===== config.mk =====
export PLATFORM = sky130hd
export DESIGN_NAME = dmb_banks
export DESIGN_NICKNAME = d
export VERILOG_FILES = /design/src/hw/dmb_pkg.sv /design/src/hw/dmb_edge.sv /design/src/hw/dmb_banks.sv
export SDC_FILE = /design/constraint.sdc
export NUM_CORES = 1
export LEC_CHECK = 0
export BUFFER_PORTS_ARGS = -buffer_cell sky130_fd_sc_hd__buf_4
export CAP_MARGIN = 10
export CELL_PAD_IN_SITES_DETAIL_PLACEMENT = 0
export CELL_PAD_IN_SITES_GLOBAL_PLACEMENT = 1
export CORE_ASPECT_RATIO = 1.4
export CORE_MARGIN = 3
export CORE_UTILIZATION = 50
export DETAILED_ROUTE_END_ITERATION = 8
export PLACE_DENSITY = 0.95
export SLEW_MARGIN = 20
export SYNTH_ARGS = -nofsm -noshare
export SYNTH_HDL_FRONTEND = slang
export SYNTH_SLANG_ARGS = --single-unit

===== constraint.sdc =====
create_clock -name i_clk_sys -period 4.5 [get_ports i_clk_sys]
set_input_delay 0.9 -clock i_clk_sys [delete_from_list [all_inputs] [get_ports i_clk_sys]]
set_output_delay 0.9 -clock i_clk_sys [all_outputs]
set_load 0.05 [all_outputs]

===== src/hw/dmb_pkg.sv =====
// Package for the DDR2 multi-bank command tracker: encodings, timings.
// Assumes commands arrive sampled on the memory clock's rising edge.
package dmb_pkg;
    // ----------------------------------------------------------------
    // Command encodings {cs_n, ras_n, cas_n, we_n}
    // ----------------------------------------------------------------
    localparam logic [3:0] CMD_NOP = 4'h7;
    localparam logic [3:0] CMD_ACT = 4'h3;
    localparam logic [3:0] CMD_RD  = 4'h5;
    localparam logic [3:0] CMD_WR  = 4'h4;
    localparam logic [3:0] CMD_PRE = 4'h2;
    localparam logic [3:0] CMD_REF = 4'h1;
    localparam logic [3:0] CMD_LM  = 4'h0;
    // ----------------------------------------------------------------
    // Field positions and reset values
    // ----------------------------------------------------------------
    localparam int AP_BIT    = 10;
    localparam int BL_FIELD  = 0;
    localparam logic [2:0] BL4_CODE = 3'h2;
    localparam logic [2:0] BL8_CODE = 3'h3;
    localparam logic [3:0] BL_RESET = 4'h4;
    // ----------------------------------------------------------------
    // Timings in memory clocks
    // ----------------------------------------------------------------
    localparam int T_RCD = 4;
    localparam int T_RP  = 4;
    localparam int T_WR  = 4;
    localparam int T_MRD = 2;
    localparam int CL    = 4;
    localparam int WL    = CL - 1;
    typedef enum logic [2:0] {
        DMB_IDLE = 3'h0,
        DMB_ACTV = 3'h1,
        DMB_OPEN = 3'h3,
        DMB_BRST = 3'h2,
        DMB_PREC = 3'h6
    } dmb_bank_t;
endpackage


===== src/hw/dmb_edge.sv =====
// Two-flop synchroniser with rising-edge detect for the memory clock.
// Assumes the sampled clock is well below half the system clock.
`timescale 1ns/1ps
module dmb_edge (
    input  wire logic i_clk_sys,
    input  wire logic i_rst_n,
    input  wire logic i_sig,
    output logic      o_rise
);
    typedef struct packed {
        logic s1;
        logic s2;
        logic s3;
    } dmb_edge_t;
    dmb_edge_t st_reg, st_next;
    always_comb begin
        st_next    = st_reg;
        st_next.s1 = i_sig;
        st_next.s2 = st_reg.s1;
        st_next.s3 = st_reg.s2;
    end
    always_ff @(posedge i_clk_sys or negedge i_rst_n) begin
        if (!i_rst_n) begin
            st_reg <= '0;
        end else begin
            st_reg <= st_next;
        end
    end
    assign o_rise = st_reg.s2 & ~st_reg.s3;
endmodule // dmb_edge


===== src/hw/dmb_banks.sv =====
// Notes on behaviour
// - Decode NOP, ACT, RD, WR, PRE encodings
// - Deselect executes nothing, work continues
// - NOP registers nothing, work continues
// - Read auto-precharge starts after burst
// - Write auto-precharge starts after tWR
// - Access period ends as tRP starts
// - Accept other-bank commands during auto-precharge
// - Bank address picks mode register
// - Idle means precharged, tRP met
// - Active means opened, tRCD met
// - A10 selects auto precharge
// - Burst length four or eight
//
// Device-side bank state tracker. Link pins come from another clock
// domain; the memory clock is sampled and its rising edges found here.
`timescale 1ns/1ps
module dmb_banks #(
    parameter int NB = 8,
    parameter int AW = 14
) (
    input  wire logic          i_clk_sys,
    input  wire logic          i_rst_n,
    input  wire logic          i_mem_clk,
    input  wire logic          i_cke,
    input  wire logic          i_cs_n,
    input  wire logic          i_ras_n,
    input  wire logic          i_cas_n,
    input  wire logic          i_we_n,
    input  wire logic [2:0]    i_ba,
    input  wire logic [AW-1:0] i_addr,
    output logic [NB-1:0]      o_bank_idle,
    output logic [NB-1:0]      o_bank_open,
    output logic [NB-1:0]      o_bank_prech,
    output logic [3:0]         o_burst_len,
    output logic [AW-1:0]      o_mode_val,
    output logic [1:0]         o_mode_sel,
    output logic               o_mode_busy
);
    // ----------------------------------------------------------------
    // Pin synchronisers
    // ----------------------------------------------------------------
    localparam int PW = 5 + 3 + AW;
    logic [PW-1:0] pin_s1, pin_s2;
    logic          mclk_rise;
    always_ff @(posedge i_clk_sys or negedge i_rst_n) begin
        if (!i_rst_n) begin
            pin_s1 <= {PW{1'b1}};
            pin_s2 <= {PW{1'b1}};
        end else begin
            pin_s1 <= {i_cke, i_cs_n, i_ras_n, i_cas_n, i_we_n, i_ba,
                       i_addr};
            pin_s2 <= pin_s1;
        end
    end
    dmb_edge u_edge (
        .i_clk_sys (i_clk_sys),
        .i_rst_n   (i_rst_n),
        .i_sig     (i_mem_clk),
        .o_rise    (mclk_rise)
    );
    logic          cke_now;
    logic [3:0]    cmd;
    logic [2:0]    ba;
    logic [AW-1:0] addr;
    assign cke_now = pin_s2[PW-1];
    assign cmd     = pin_s2[PW-2 -: 4];
    assign ba      = pin_s2[AW+2 -: 3];
    assign addr    = pin_s2[AW-1:0];

    // ----------------------------------------------------------------
    // State
    // ----------------------------------------------------------------
    typedef struct packed {
        logic [NB-1:0][2:0] bst;
        logic [NB-1:0][4:0] cnt;
        logic [NB-1:0]      ap;
        logic [NB-1:0]      wr;
        logic               cke_prev;
        logic [3:0]         bl;
        logic [AW-1:0]      mval;
        logic [1:0]         msel;
        logic [2:0]         mcnt;
    } dmb_state_t;
    dmb_state_t st_reg, st_next;

    logic valid_edge;
    logic all_idle;
    // Clock enable must be high on previous and current edge
    assign valid_edge = mclk_rise & cke_now & st_reg.cke_prev;

    always_comb begin
        st_next  = st_reg;
        all_idle = 1'b1;
        for (int b = 0; b < NB; b++) begin
            all_idle &= (st_reg.bst[b] == dmb_pkg::DMB_IDLE);
        end
        if (mclk_rise) begin
            st_next.cke_prev = cke_now;
            if (st_reg.mcnt != 3'h0) begin
                st_next.mcnt = st_reg.mcnt - 3'h1;
            end
            for (int b = 0; b < NB; b++) begin
                if (st_reg.cnt[b] != 5'h0) begin
                    st_next.cnt[b] = st_reg.cnt[b] - 5'h1;
                end else begin
                    case (st_reg.bst[b])
                        dmb_pkg::DMB_ACTV: begin
                            st_next.bst[b] = dmb_pkg::DMB_OPEN;
                        end
                        dmb_pkg::DMB_BRST: begin
                            if (st_reg.ap[b]) begin
                                // Access period ends, tRP begins
                                st_next.bst[b] = dmb_pkg::DMB_PREC;
                                st_next.cnt[b] = 5'(dmb_pkg::T_RP - 1);
                            end else begin
                                st_next.bst[b] = dmb_pkg::DMB_OPEN;
                            end
                        end
                        dmb_pkg::DMB_PREC: begin
                            st_next.bst[b] = dmb_pkg::DMB_IDLE;
                        end
                        default: begin
                        end
                    endcase
                end
            end
        end
        // Deselect and NOP fall through: counters still run
        if (valid_edge && cmd[3] == 1'b0 &&
            cmd != dmb_pkg::CMD_NOP) begin
            case (cmd)
                dmb_pkg::CMD_ACT: begin
                    st_next.bst[ba] = dmb_pkg::DMB_ACTV;
                    st_next.cnt[ba] = 5'(dmb_pkg::T_RCD - 1);
                end
                dmb_pkg::CMD_RD, dmb_pkg::CMD_WR: begin
                    // Other banks keep running: concurrent auto precharge
                    st_next.bst[ba] = dmb_pkg::DMB_BRST;
                    st_next.ap[ba]  = addr[dmb_pkg::AP_BIT];
                    st_next.wr[ba]  = (cmd == dmb_pkg::CMD_WR);
                    if (cmd == dmb_pkg::CMD_RD) begin
                        // Earliest explicit precharge: BL/2 after read
                        st_next.cnt[ba] = 5'(st_reg.bl / 2 - 1);
                    end else begin
                        // Latency and burst; tWR only before auto precharge
                        st_next.cnt[ba] = 5'(dmb_pkg::WL + st_reg.bl / 2 - 1
                        + (addr[dmb_pkg::AP_BIT] ? dmb_pkg::T_WR : 0));
                    end
                end
                dmb_pkg::CMD_PRE: begin
                    if (addr[dmb_pkg::AP_BIT]) begin
                        for (int b = 0; b < NB; b++) begin
                            st_next.bst[b] = dmb_pkg::DMB_PREC;
                            st_next.cnt[b] = 5'(dmb_pkg::T_RP - 1);
                        end
                    end else begin
                        st_next.bst[ba] = dmb_pkg::DMB_PREC;
                        st_next.cnt[ba] = 5'(dmb_pkg::T_RP - 1);
                    end
                end
                dmb_pkg::CMD_LM: begin
                    // Ignored unless every bank idle
                    if (all_idle) begin
                        st_next.msel = ba[1:0];
                        st_next.mval = addr;
                        st_next.mcnt = 3'(dmb_pkg::T_MRD);
                        if (ba[1:0] == 2'h0) begin
                            if (addr[2:0] == dmb_pkg::BL8_CODE) begin
                                st_next.bl = 4'h8;
                            end else if (addr[2:0] == dmb_pkg::BL4_CODE) begin
                                st_next.bl = 4'h4;
                            end
                        end
                    end
                end
                default: begin
                end
            endcase
        end
    end

    always_ff @(posedge i_clk_sys or negedge i_rst_n) begin
        if (!i_rst_n) begin
            st_reg    <= '0;
            st_reg.bl <= dmb_pkg::BL_RESET;
        end else begin
            st_reg <= st_next;
        end
    end

    // ----------------------------------------------------------------
    // Outputs
    // ----------------------------------------------------------------
    always_comb begin
        for (int b = 0; b < NB; b++) begin
            o_bank_idle[b]  = st_reg.bst[b] == dmb_pkg::DMB_IDLE;
            o_bank_open[b]  = st_reg.bst[b] == dmb_pkg::DMB_OPEN;
            o_bank_prech[b] = st_reg.bst[b] == dmb_pkg::DMB_PREC;
        end
    end
    assign o_burst_len = st_reg.bl;
    assign o_mode_val  = st_reg.mval;
    assign o_mode_sel  = st_reg.msel;
    assign o_mode_busy = st_reg.mcnt != 3'h0;

    // ----------------------------------------------------------------
    // Checks
    // ----------------------------------------------------------------
    rd_ap_prec_a: assert property (
        @(posedge i_clk_sys) disable iff (!i_rst_n)
        st_reg.bst[0] == dmb_pkg::DMB_BRST &&
        st_next.bst[0] == dmb_pkg::DMB_PREC &&
        !(valid_edge && cmd == dmb_pkg::CMD_PRE) |->
        st_reg.ap[0] && st_reg.cnt[0] == 5'h0)
        else $error("Precharge started without auto precharge");
    act_open_a: assert property (
        @(posedge i_clk_sys) disable iff (!i_rst_n)
        $rose(o_bank_open[0]) |->
        $past(st_reg.bst[0]) != dmb_pkg::DMB_IDLE)
        else $error("Bank opened straight from idle");
    idle_prec_a: assert property (
        @(posedge i_clk_sys) disable iff (!i_rst_n)
        $rose(o_bank_idle[0]) |-> $past(o_bank_prech[0]))
        else $error("Bank idle without precharge");
    nop_hold_a: assert property (
        @(posedge i_clk_sys) disable iff (!i_rst_n)
        mclk_rise && (cmd[3] || cmd == dmb_pkg::CMD_NOP) &&
        st_reg.cnt[0] != 5'h0 |=> $stable(st_reg.bst[0]))
        else $error("State moved on a deselect or no-op");
    lm_idle_a: assert property (
        @(posedge i_clk_sys) disable iff (!i_rst_n)
        $rose(o_mode_busy) |-> $past(all_idle))
        else $error("Mode load accepted with banks busy");
    bl_legal_a: assert property (
        @(posedge i_clk_sys) disable iff (!i_rst_n)
        o_burst_len == 4'h4 || o_burst_len == 4'h8)
        else $error("Burst length not four or eight");
    ap_cap_a: assert property (
        @(posedge i_clk_sys) disable iff (!i_rst_n)
        valid_edge && cmd == dmb_pkg::CMD_RD && ba == 3'h0 |=>
        st_reg.ap[0] == $past(addr[dmb_pkg::AP_BIT]))
        else $error("Auto precharge flag not captured");
    cke_gate_a: assert property (
        @(posedge i_clk_sys) disable iff (!i_rst_n)
        mclk_rise && !valid_edge && cmd == dmb_pkg::CMD_ACT &&
        st_reg.bst[ba] == dmb_pkg::DMB_IDLE |->
        st_next.bst[ba] == dmb_pkg::DMB_IDLE)
        else $error("Command taken with clock enable low");
    c_act: cover property (@(posedge i_clk_sys) o_bank_open[0]);
    c_prec: cover property (@(posedge i_clk_sys) o_bank_prech[1]);
    c_lm: cover property (@(posedge i_clk_sys) o_mode_busy);
endmodule // dmb_banks


==> metrics.md, run 1 <==
| Metric | Value |
|---|---|
| Run status | finished, final reports clean |
| Sequential share of power | 0.434 |
| Share of cells above drive strength 1 | 0.2457 |
| # IOs | 70 |
| Total grt overflow | 0 |
| Critical path type | flop to flop |
| Finished Core Util | 0.5991 |
| Final cell count without fillers | a little under 1000 |
| Worst Path Arrival | 3.06 ns |
| Fin. Hold Viols | 0 |
| Hold Crit Class | flop to flop |
| Post-synthesis sequential area ratio | 0.4900 |
| Setup bufs post-CTS | 0 |
| DIE AREA | 16140 sq um |
| R2r endpoint | st_reg[40] |
| Post-synth EDFFs | 0 |
| Die height | roughly 150 um |
| Largest net degree at the start of global routing | 85 |
| Endpoints failing setup | 0 |
| Crit share post-route | 0.6268 |
| WP depth | 6 |
| TritonCTS Sinks | roughly 140 |
| Area growth syn-to-layout | 15.50% |
| # rows | 51 |
| First-pass detailed-route iteration total | 8 |
| ANT cells | 0 |
| Max incr delay on CP | roughly 0.8 ns |
| Critical Path Sink Type | flop |
| Predominant post-synthesis flop cell | dfrtp_1 |
| Delay-heaviest family, CP | simple AND/OR/NAND/NOR gates |
| Peak supply drop | around 0.26 mV |
| Syn avg cell area | approximately 9.7 sq um |
| Clk slew on worst S/H paths | 0.07 ns |
| Number of port buffers | 67 |
| Power Density | roughly 460 nW/um^2 |
| Vias per cell | just over 6 |
| Cell Area, Synth | about 7300 sq um |
| Hold-fix buffers, CTS | 0 |
| Synth Warn # | 0 |
| Nets | around 830 |
| Total Wirelength | about 20000 um |
| Pre-CTS setup slack | approximately 1.4 ns |
| Skew-Pair Late Insertion Delay | 0.42 ns |
| CP startpoint | u_edge.st_next[0] |
| Combinational Power Share | 0.210 |
| Die W | 108.2 um |
| WP data required | 4.74 ns |
| Wire length of the first global-routing pass | about 32000 um |
| Synth Instances | 754 |
| P_int | roughly 2.6 mW |
| Synth Register Bits | about 140 |
| H-tree level count | 4 |
| Headroom to the max-slew limit | 0.2772 |
| TritonCTS buffer count | 17 |
| PnR worst setup slack | 1.679 ns |
| Slew @ Worst Pin | 1.075 ns |
| Setup Skew | 0.008890 ns |
| Leak | 3.669 nW |
| Synth Area in Adders | 0.02155 |
| Core Region | roughly 14000 sq um |
| Buf+Inv Stages, Crit Path | 1 |
| Switch Pwr | 1.286 mW |
| Overall routing resource usage | 0.2598 |
| Worst r2r path cells | 6 |
| Post-synthesis async set-or-reset flop share | 1.000 |
| Max reg flops | 68 |
| CP endpoint | st_reg[40] |
| Drc violations | 0 |
| RSZ-0062 raised after global routing | no |
| R2R Setup Slk | ~1.7 ns |
| CTS tree | built |
| Starting Density | 0.5188 |
| Clock buffer depth | 2 |
| Final Max Slew Viols | 0 |
| CP Launch Type | flop |
| Main combinational cell family by area after synthesis | simple AND/OR/NAND/NOR gates |
| CTS root buffer | clkbuf_16 |
| 1st-iter DRT viols | 471 |
| Biggest area consumer among synthesized cells | dfrtp_1 |
| Routed WL per cell | just over 20 um |
| Multiplexer share of the synthesized area | 0.04755 |
| Post-cts repair resize count | 0 |
| HPWL after detailed placement | approximately 14000 um |
| Largest cells by area after synthesis | dfrtp_1, dfstp_2, a21oi_1 |
| Post-layout min period | between 2 and 3 ns |
| Dpl cells | 962 |
| Critical path fanouts, max | 22 |
| Initial antenna violation count | 0 |
| Vias in the first global route | between 6000 and 7000 |
| Top cell type's share of synthesized area | 0.3284 |
| Post-synthesis compound-gate area fraction | 0.1774 |
| Worst path cell trace | nand2b_4, nor3_1, nand2_1, buf_4, nor2_1, a22oi_1 |
| Post-synthesis simple-gate area fraction | 0.2001 |
| Slowest cell on crit path | nor2_1 |
| Post-synthesis xor/xnor area fraction | 0.002394 |
| Clock power frac | 0.356 |
| DR vias | just over 6000 |
| MaxCap Viol Count | 0 |
| Sw frac | 0.3320 |
| Final hold slack | about 0.35 ns |
| Fin Setup TNS | 0 ns |
| Final Wtd Congestion | slightly above 0.9 |
| Reg2reg start | u_edge.st_next[0] |
| Synth unique cells | 67 |
| ANT nets after route | 0 |
| Fmax achieved | ~350 MHz |
power by group through the flow:
stage,Combinational [mW],Clock [mW],Sequential [mW]
final,0.813,1.38,1.68
after global routing,0.906,1.46,1.71
after CTS,0.810,1.40,1.67
after detailed placement,0.805,0,1.69
after global placement,0.775,0,1.68
after floorplan,0.632,0,1.62
placed cells by master (no fill, tap or decap), types with 5 or more instances in the layout:
cell       netlist  layout
dfrtp_1         96      96
buf_4           21      75
a21oi_1         61      60
nand2_1         60      60
nor2_1          50      50
o21ai_0         48      48
dfstp_2         45      45
inv_1           40      40
nor3_1          31      31
mux2_2          22      22
nand3_1         21      21
o22ai_1         18      18
clkbuf_16        0      18
nor2b_1         16      16
a31oi_1         15      15
a22oi_1         11      11
ha_1            11      11
mux2i_1         10      10
a211oi_1        10      10
and2_1           9       9
nor4_1          10       9
nor3b_1          8       8
nand2b_1         7       7
nand4bb_1        7       7
and3b_1          7       7
or2_2            6       6
o41ai_1          6       6
nand3b_1         6       6
inv_6            0       6
a221oi_1         5       5
final cells by class:
class                   count  area (sq um)
inverters                  40         150.1
multi-input cells         520          3311
fillers                  1160          5653
repair buffers             77         585.6
clock inverters            14         136.4
flip-flops and latches    141          3585
clock buffers              18         450.4
well taps                 185         231.5
how the worst min path moves through the flow:
stage,cells after the start,to,slack [ns],startpoint
6_report,0,pin_s2[20],0.35,pin_s1[20]
5_1_grt,0,pin_s2[15],0.35,pin_s1[15]
4_1_cts,0,pin_s2[20],0.35,pin_s1[20]
3_5_place_dp,0,pin_s2[15],0.35,pin_s1[15]
3_3_place_gp,0,pin_s2[4],0.35,pin_s1[4]
2_1_floorplan,0,u_edge.st_next[0],0.33,u_edge.st_next[1]
metal layers:
layer | up-vias | global-route usage | share of wire
li1 | 2806 | - | -
met5 | - | 0 | 0
met4 | 0 | 0.1598 | 0.051
met1 | 2944 | 0.3065 | 0.38
met2 | 297 | 0.4318 | 0.50
met3 | 76 | 0.05327 | 0.069
cell usage after synthesis (all sizes together), types with 4 or more instances:
| master | n |
|---|---|
| mux2i | 10 |
| nand2b | 8 |
| nor2 | 51 |
| nand4bb | 7 |
| a21oi | 61 |
| o21ai | 48 |
| nand3 | 21 |
| ha | 11 |
| or2 | 6 |
| buf | 32 |
| nor2b | 16 |
| nor4b | 4 |
| a22oi | 11 |
| nor3b | 8 |
| or3 | 4 |
| a221oi | 5 |
| and3b | 7 |
| nor4 | 11 |
| o22ai | 18 |
| o31ai | 4 |
| clkbuf | 22 |
| nand2 | 60 |
| o41ai | 6 |
| dfstp | 45 |
| nor3 | 31 |
| mux2 | 22 |
| inv | 40 |
| nand3b | 6 |
| a211oi | 10 |
| a31oi | 15 |
| or3b | 4 |
| and2 | 10 |
| dfrtp | 96 |
logic make-up after synthesis:
group,Yosys count
AO/OA/AOI/OAI,206
XOR/XNOR,2
adder cells (fa/ha/maj),12
buffers and inverters,94
flip-flops,141
multiplexers,32
other,1
AND/OR/NAND/NOR,266
stage by stage:
| step | total power, mW | instance area [sq um] |
|---|---|---|
| after global routing | 4.068 | 8449 |
| after floorplan | 2.250 | 7320 |
| after global placement | 2.453 | 7851 |
| after CTS | 3.881 | 8438 |
| after detailed placement | 2.498 | 7851 |
| final | 3.872 | 8449 |
Power figures use the tool's default switching activity.
==> run 2, diff against run 1 <==
- CORE_UTILIZATION: 50 -> 46
- PLACE_DENSITY: 0.95 -> 0.89
- clock period: 4.5 -> 2.8 ns (I/O delays scaled with it)
==> metrics.md, run 2 (same netlist as run 1, synthesis figures left out) <==
| Metric | Value |
|---|---|
| Run status | finished, final reports clean |
| Fin. Hold Viols | 0 |
| Power Density | between 700 and 800 nW/um^2 |
| Setup Skew | 0.009692 ns |
| Slew @ Worst Pin | roughly 0.85 ns |
| Endpoints failing setup | 0 |
| Fillers | 1330 |
| WP data required | ~3.1 ns |
| # rows | between 50 and 60 |
| Leak | between 3 and 4 nW |
| Skew-Pair Late Insertion Delay | ~0.43 ns |
| Overall routing resource usage | 0.2424 |
| Routed WL per cell | ~20 um |
| # IOs | 70 |
| ANT nets after route | 0 |
| Area growth syn-to-layout | 18.20% |
| CTS tree | built |
| DR vias | 6281 |
| RSZ-0062 raised after global routing | no |
| First-pass detailed-route iteration total | 5 |
| Hold-fix buffers, CTS | 0 |
| Vias in the first global route | approximately 6400 |
| Post-layout min period | 2.369 ns |
| Final Max Slew Viols | 0 |
| Grt peak-use layer | met2 |
| Total grt overflow | 0 |
| Max reg flops | 68 |
| Setup bufs post-CTS | 0 |
| Final Wtd Congestion | a little over 0.9 |
| Final cell count without fillers | approximately 1000 |
| Initial antenna violation count | 0 |
| Register area | 3585 sq um |
| MaxCap Viol Count | 0 |
| TritonCTS buffer count | 17 |
| CTS root buffer | clkbuf_16 |
| Share of cells above drive strength 1 | 0.2641 |
| Fin Setup TNS | 0 ns |
| Die W | about 110 um |
| Finished Core Util | 0.5645 |
| Total Wirelength | 20830 um |
| 1st-iter DRT viols | approximately 500 |
| Crit share post-route | 0.8461 |
| Hold Crit Class | input pin to asynchronous set/reset pin |
| Commonest non-fill, non-tap cell in the layout | buf_4 |
| HPWL after detailed placement | approximately 15000 um |
| Met2 usage | 0.4105 |
| Critical path fanouts, max | 17 |
| Vias per cell | about 6 |
| Critical Path Sink Type | flop |
| Fmax achieved | 422.1 MHz |
| Critical path type | flop to flop |
| Clk slew on worst S/H paths | around 0.060 ns |
| Commonest cells after routing, fill and taps aside | buf_4, dfrtp_1, a21oi_1, nand2_1, nor2_1 |
| Peak supply drop | ~0.53 mV |
| Footprint of the multi-input gates | ~3300 sq um |
| H-tree level count | 4 |
| Headroom to the max-slew limit | 0.4302 |
| TritonCTS Sinks | about 140 |
| Core Region | roughly 15000 sq um |
| Die height | ~160 um |
| GRT met3 Usage | 0.06148 |
| Dpl cells | just under 1000 |
| Met1 Use GR | 0.2774 |
| Drc violations | 0 |
| CP Launch Type | flop |
| Starting Density | 0.4776 |
| DIE AREA | 17470 sq um |
| Clock buffer depth | 2 |
| Wire length of the first global-routing pass | about 33000 um |
| Nets | 857 |
| Worst Path Arrival | ~2.7 ns |
| Post-cts repair resize count | 0 |
| Largest net degree at the start of global routing | 57 |
| Number of port buffers | 67 |
run 2: cell types whose count changed in the layout (fill, tap and decap cells not counted), sizes merged:
cell / change
bufinv: +2
buf: +23
clkinv: +1
clkinvlp: +5
inv: -9
clkbuf: +1
diode: +1
run 2: path summary, 6_finish.rpt:
kind                            startpoint    endpoint  slack, ns  depth (start not counted)
worst max register to register  pin_s2[19]  st_reg[69]       0.43                          4
worst max-delay path            pin_s2[19]  st_reg[69]       0.43                          4
worst min-delay path               i_rst_n  st_reg[56]       0.09                          1
max in group asynchronous          i_rst_n  st_reg[82]       1.95                          2
worst min register to register   pin_s1[2]   pin_s2[2]       0.35                          0
min in group i_clk_sys             i_ba[2]  pin_s1[16]       0.23                          1
run 2: power breakdown:
part / switching, mW / internal [mW] / total, mW
registers: 0.322 / 2.36 / 2.69
logic: 0.770 / 0.570 / 1.34
clock network: 0.892 / 1.34 / 2.23
total: 1.98 / 4.27 / 6.25
run 2: worst max-delay path, cell delays in order (launching register included):
cell and delay (ns):
dfstp_2 0.60, nand2b_1 0.22, a2111o_1 0.76, or2_2 0.49, o21ai_0 0.21
run 2: area by class of cell:
type / instances / area share
Clock inverter: 13 / 0.01635
Multi-Input combinational cell: 520 / 0.3823
Clock buffer: 19 / 0.05122
Tap cell: 192 / 0.02778
Sequential cell: 141 / 0.4146
Antenna cell: 1 / 0.0002894
Inverter: 40 / 0.01736
Timing Repair Buffer: 100 / 0.09015
run 2: routing by layer:
metal	part of all wire	wire length (um)	vias to the layer above
met2	0.49	10280	339
met5	0	0	-
met1	0.38	7859	3014
li1	-	-	2850
met3	0.078	1629	78
met4	0.051	1057	0
run 2: through the flow:
stage / worst slack [ns] / total power [mW] / hold slack [ns] / cell area, sq um
4_1_cts: 0.4709 / 6.277 / 0.1060 / 8645
6_report: 0.4310 / 6.254 / 0.09416 / 8647
3_3_place_gp: 0.5094 / 3.952 / 0.3386 / 8060
5_1_grt: 0.2978 / 6.574 / 0.1272 / 8645
3_5_place_dp: 0.4724 / 4.032 / 0.3468 / 8060
2_1_floorplan: 0.002739 / 3.617 / 0.2644 / 7325
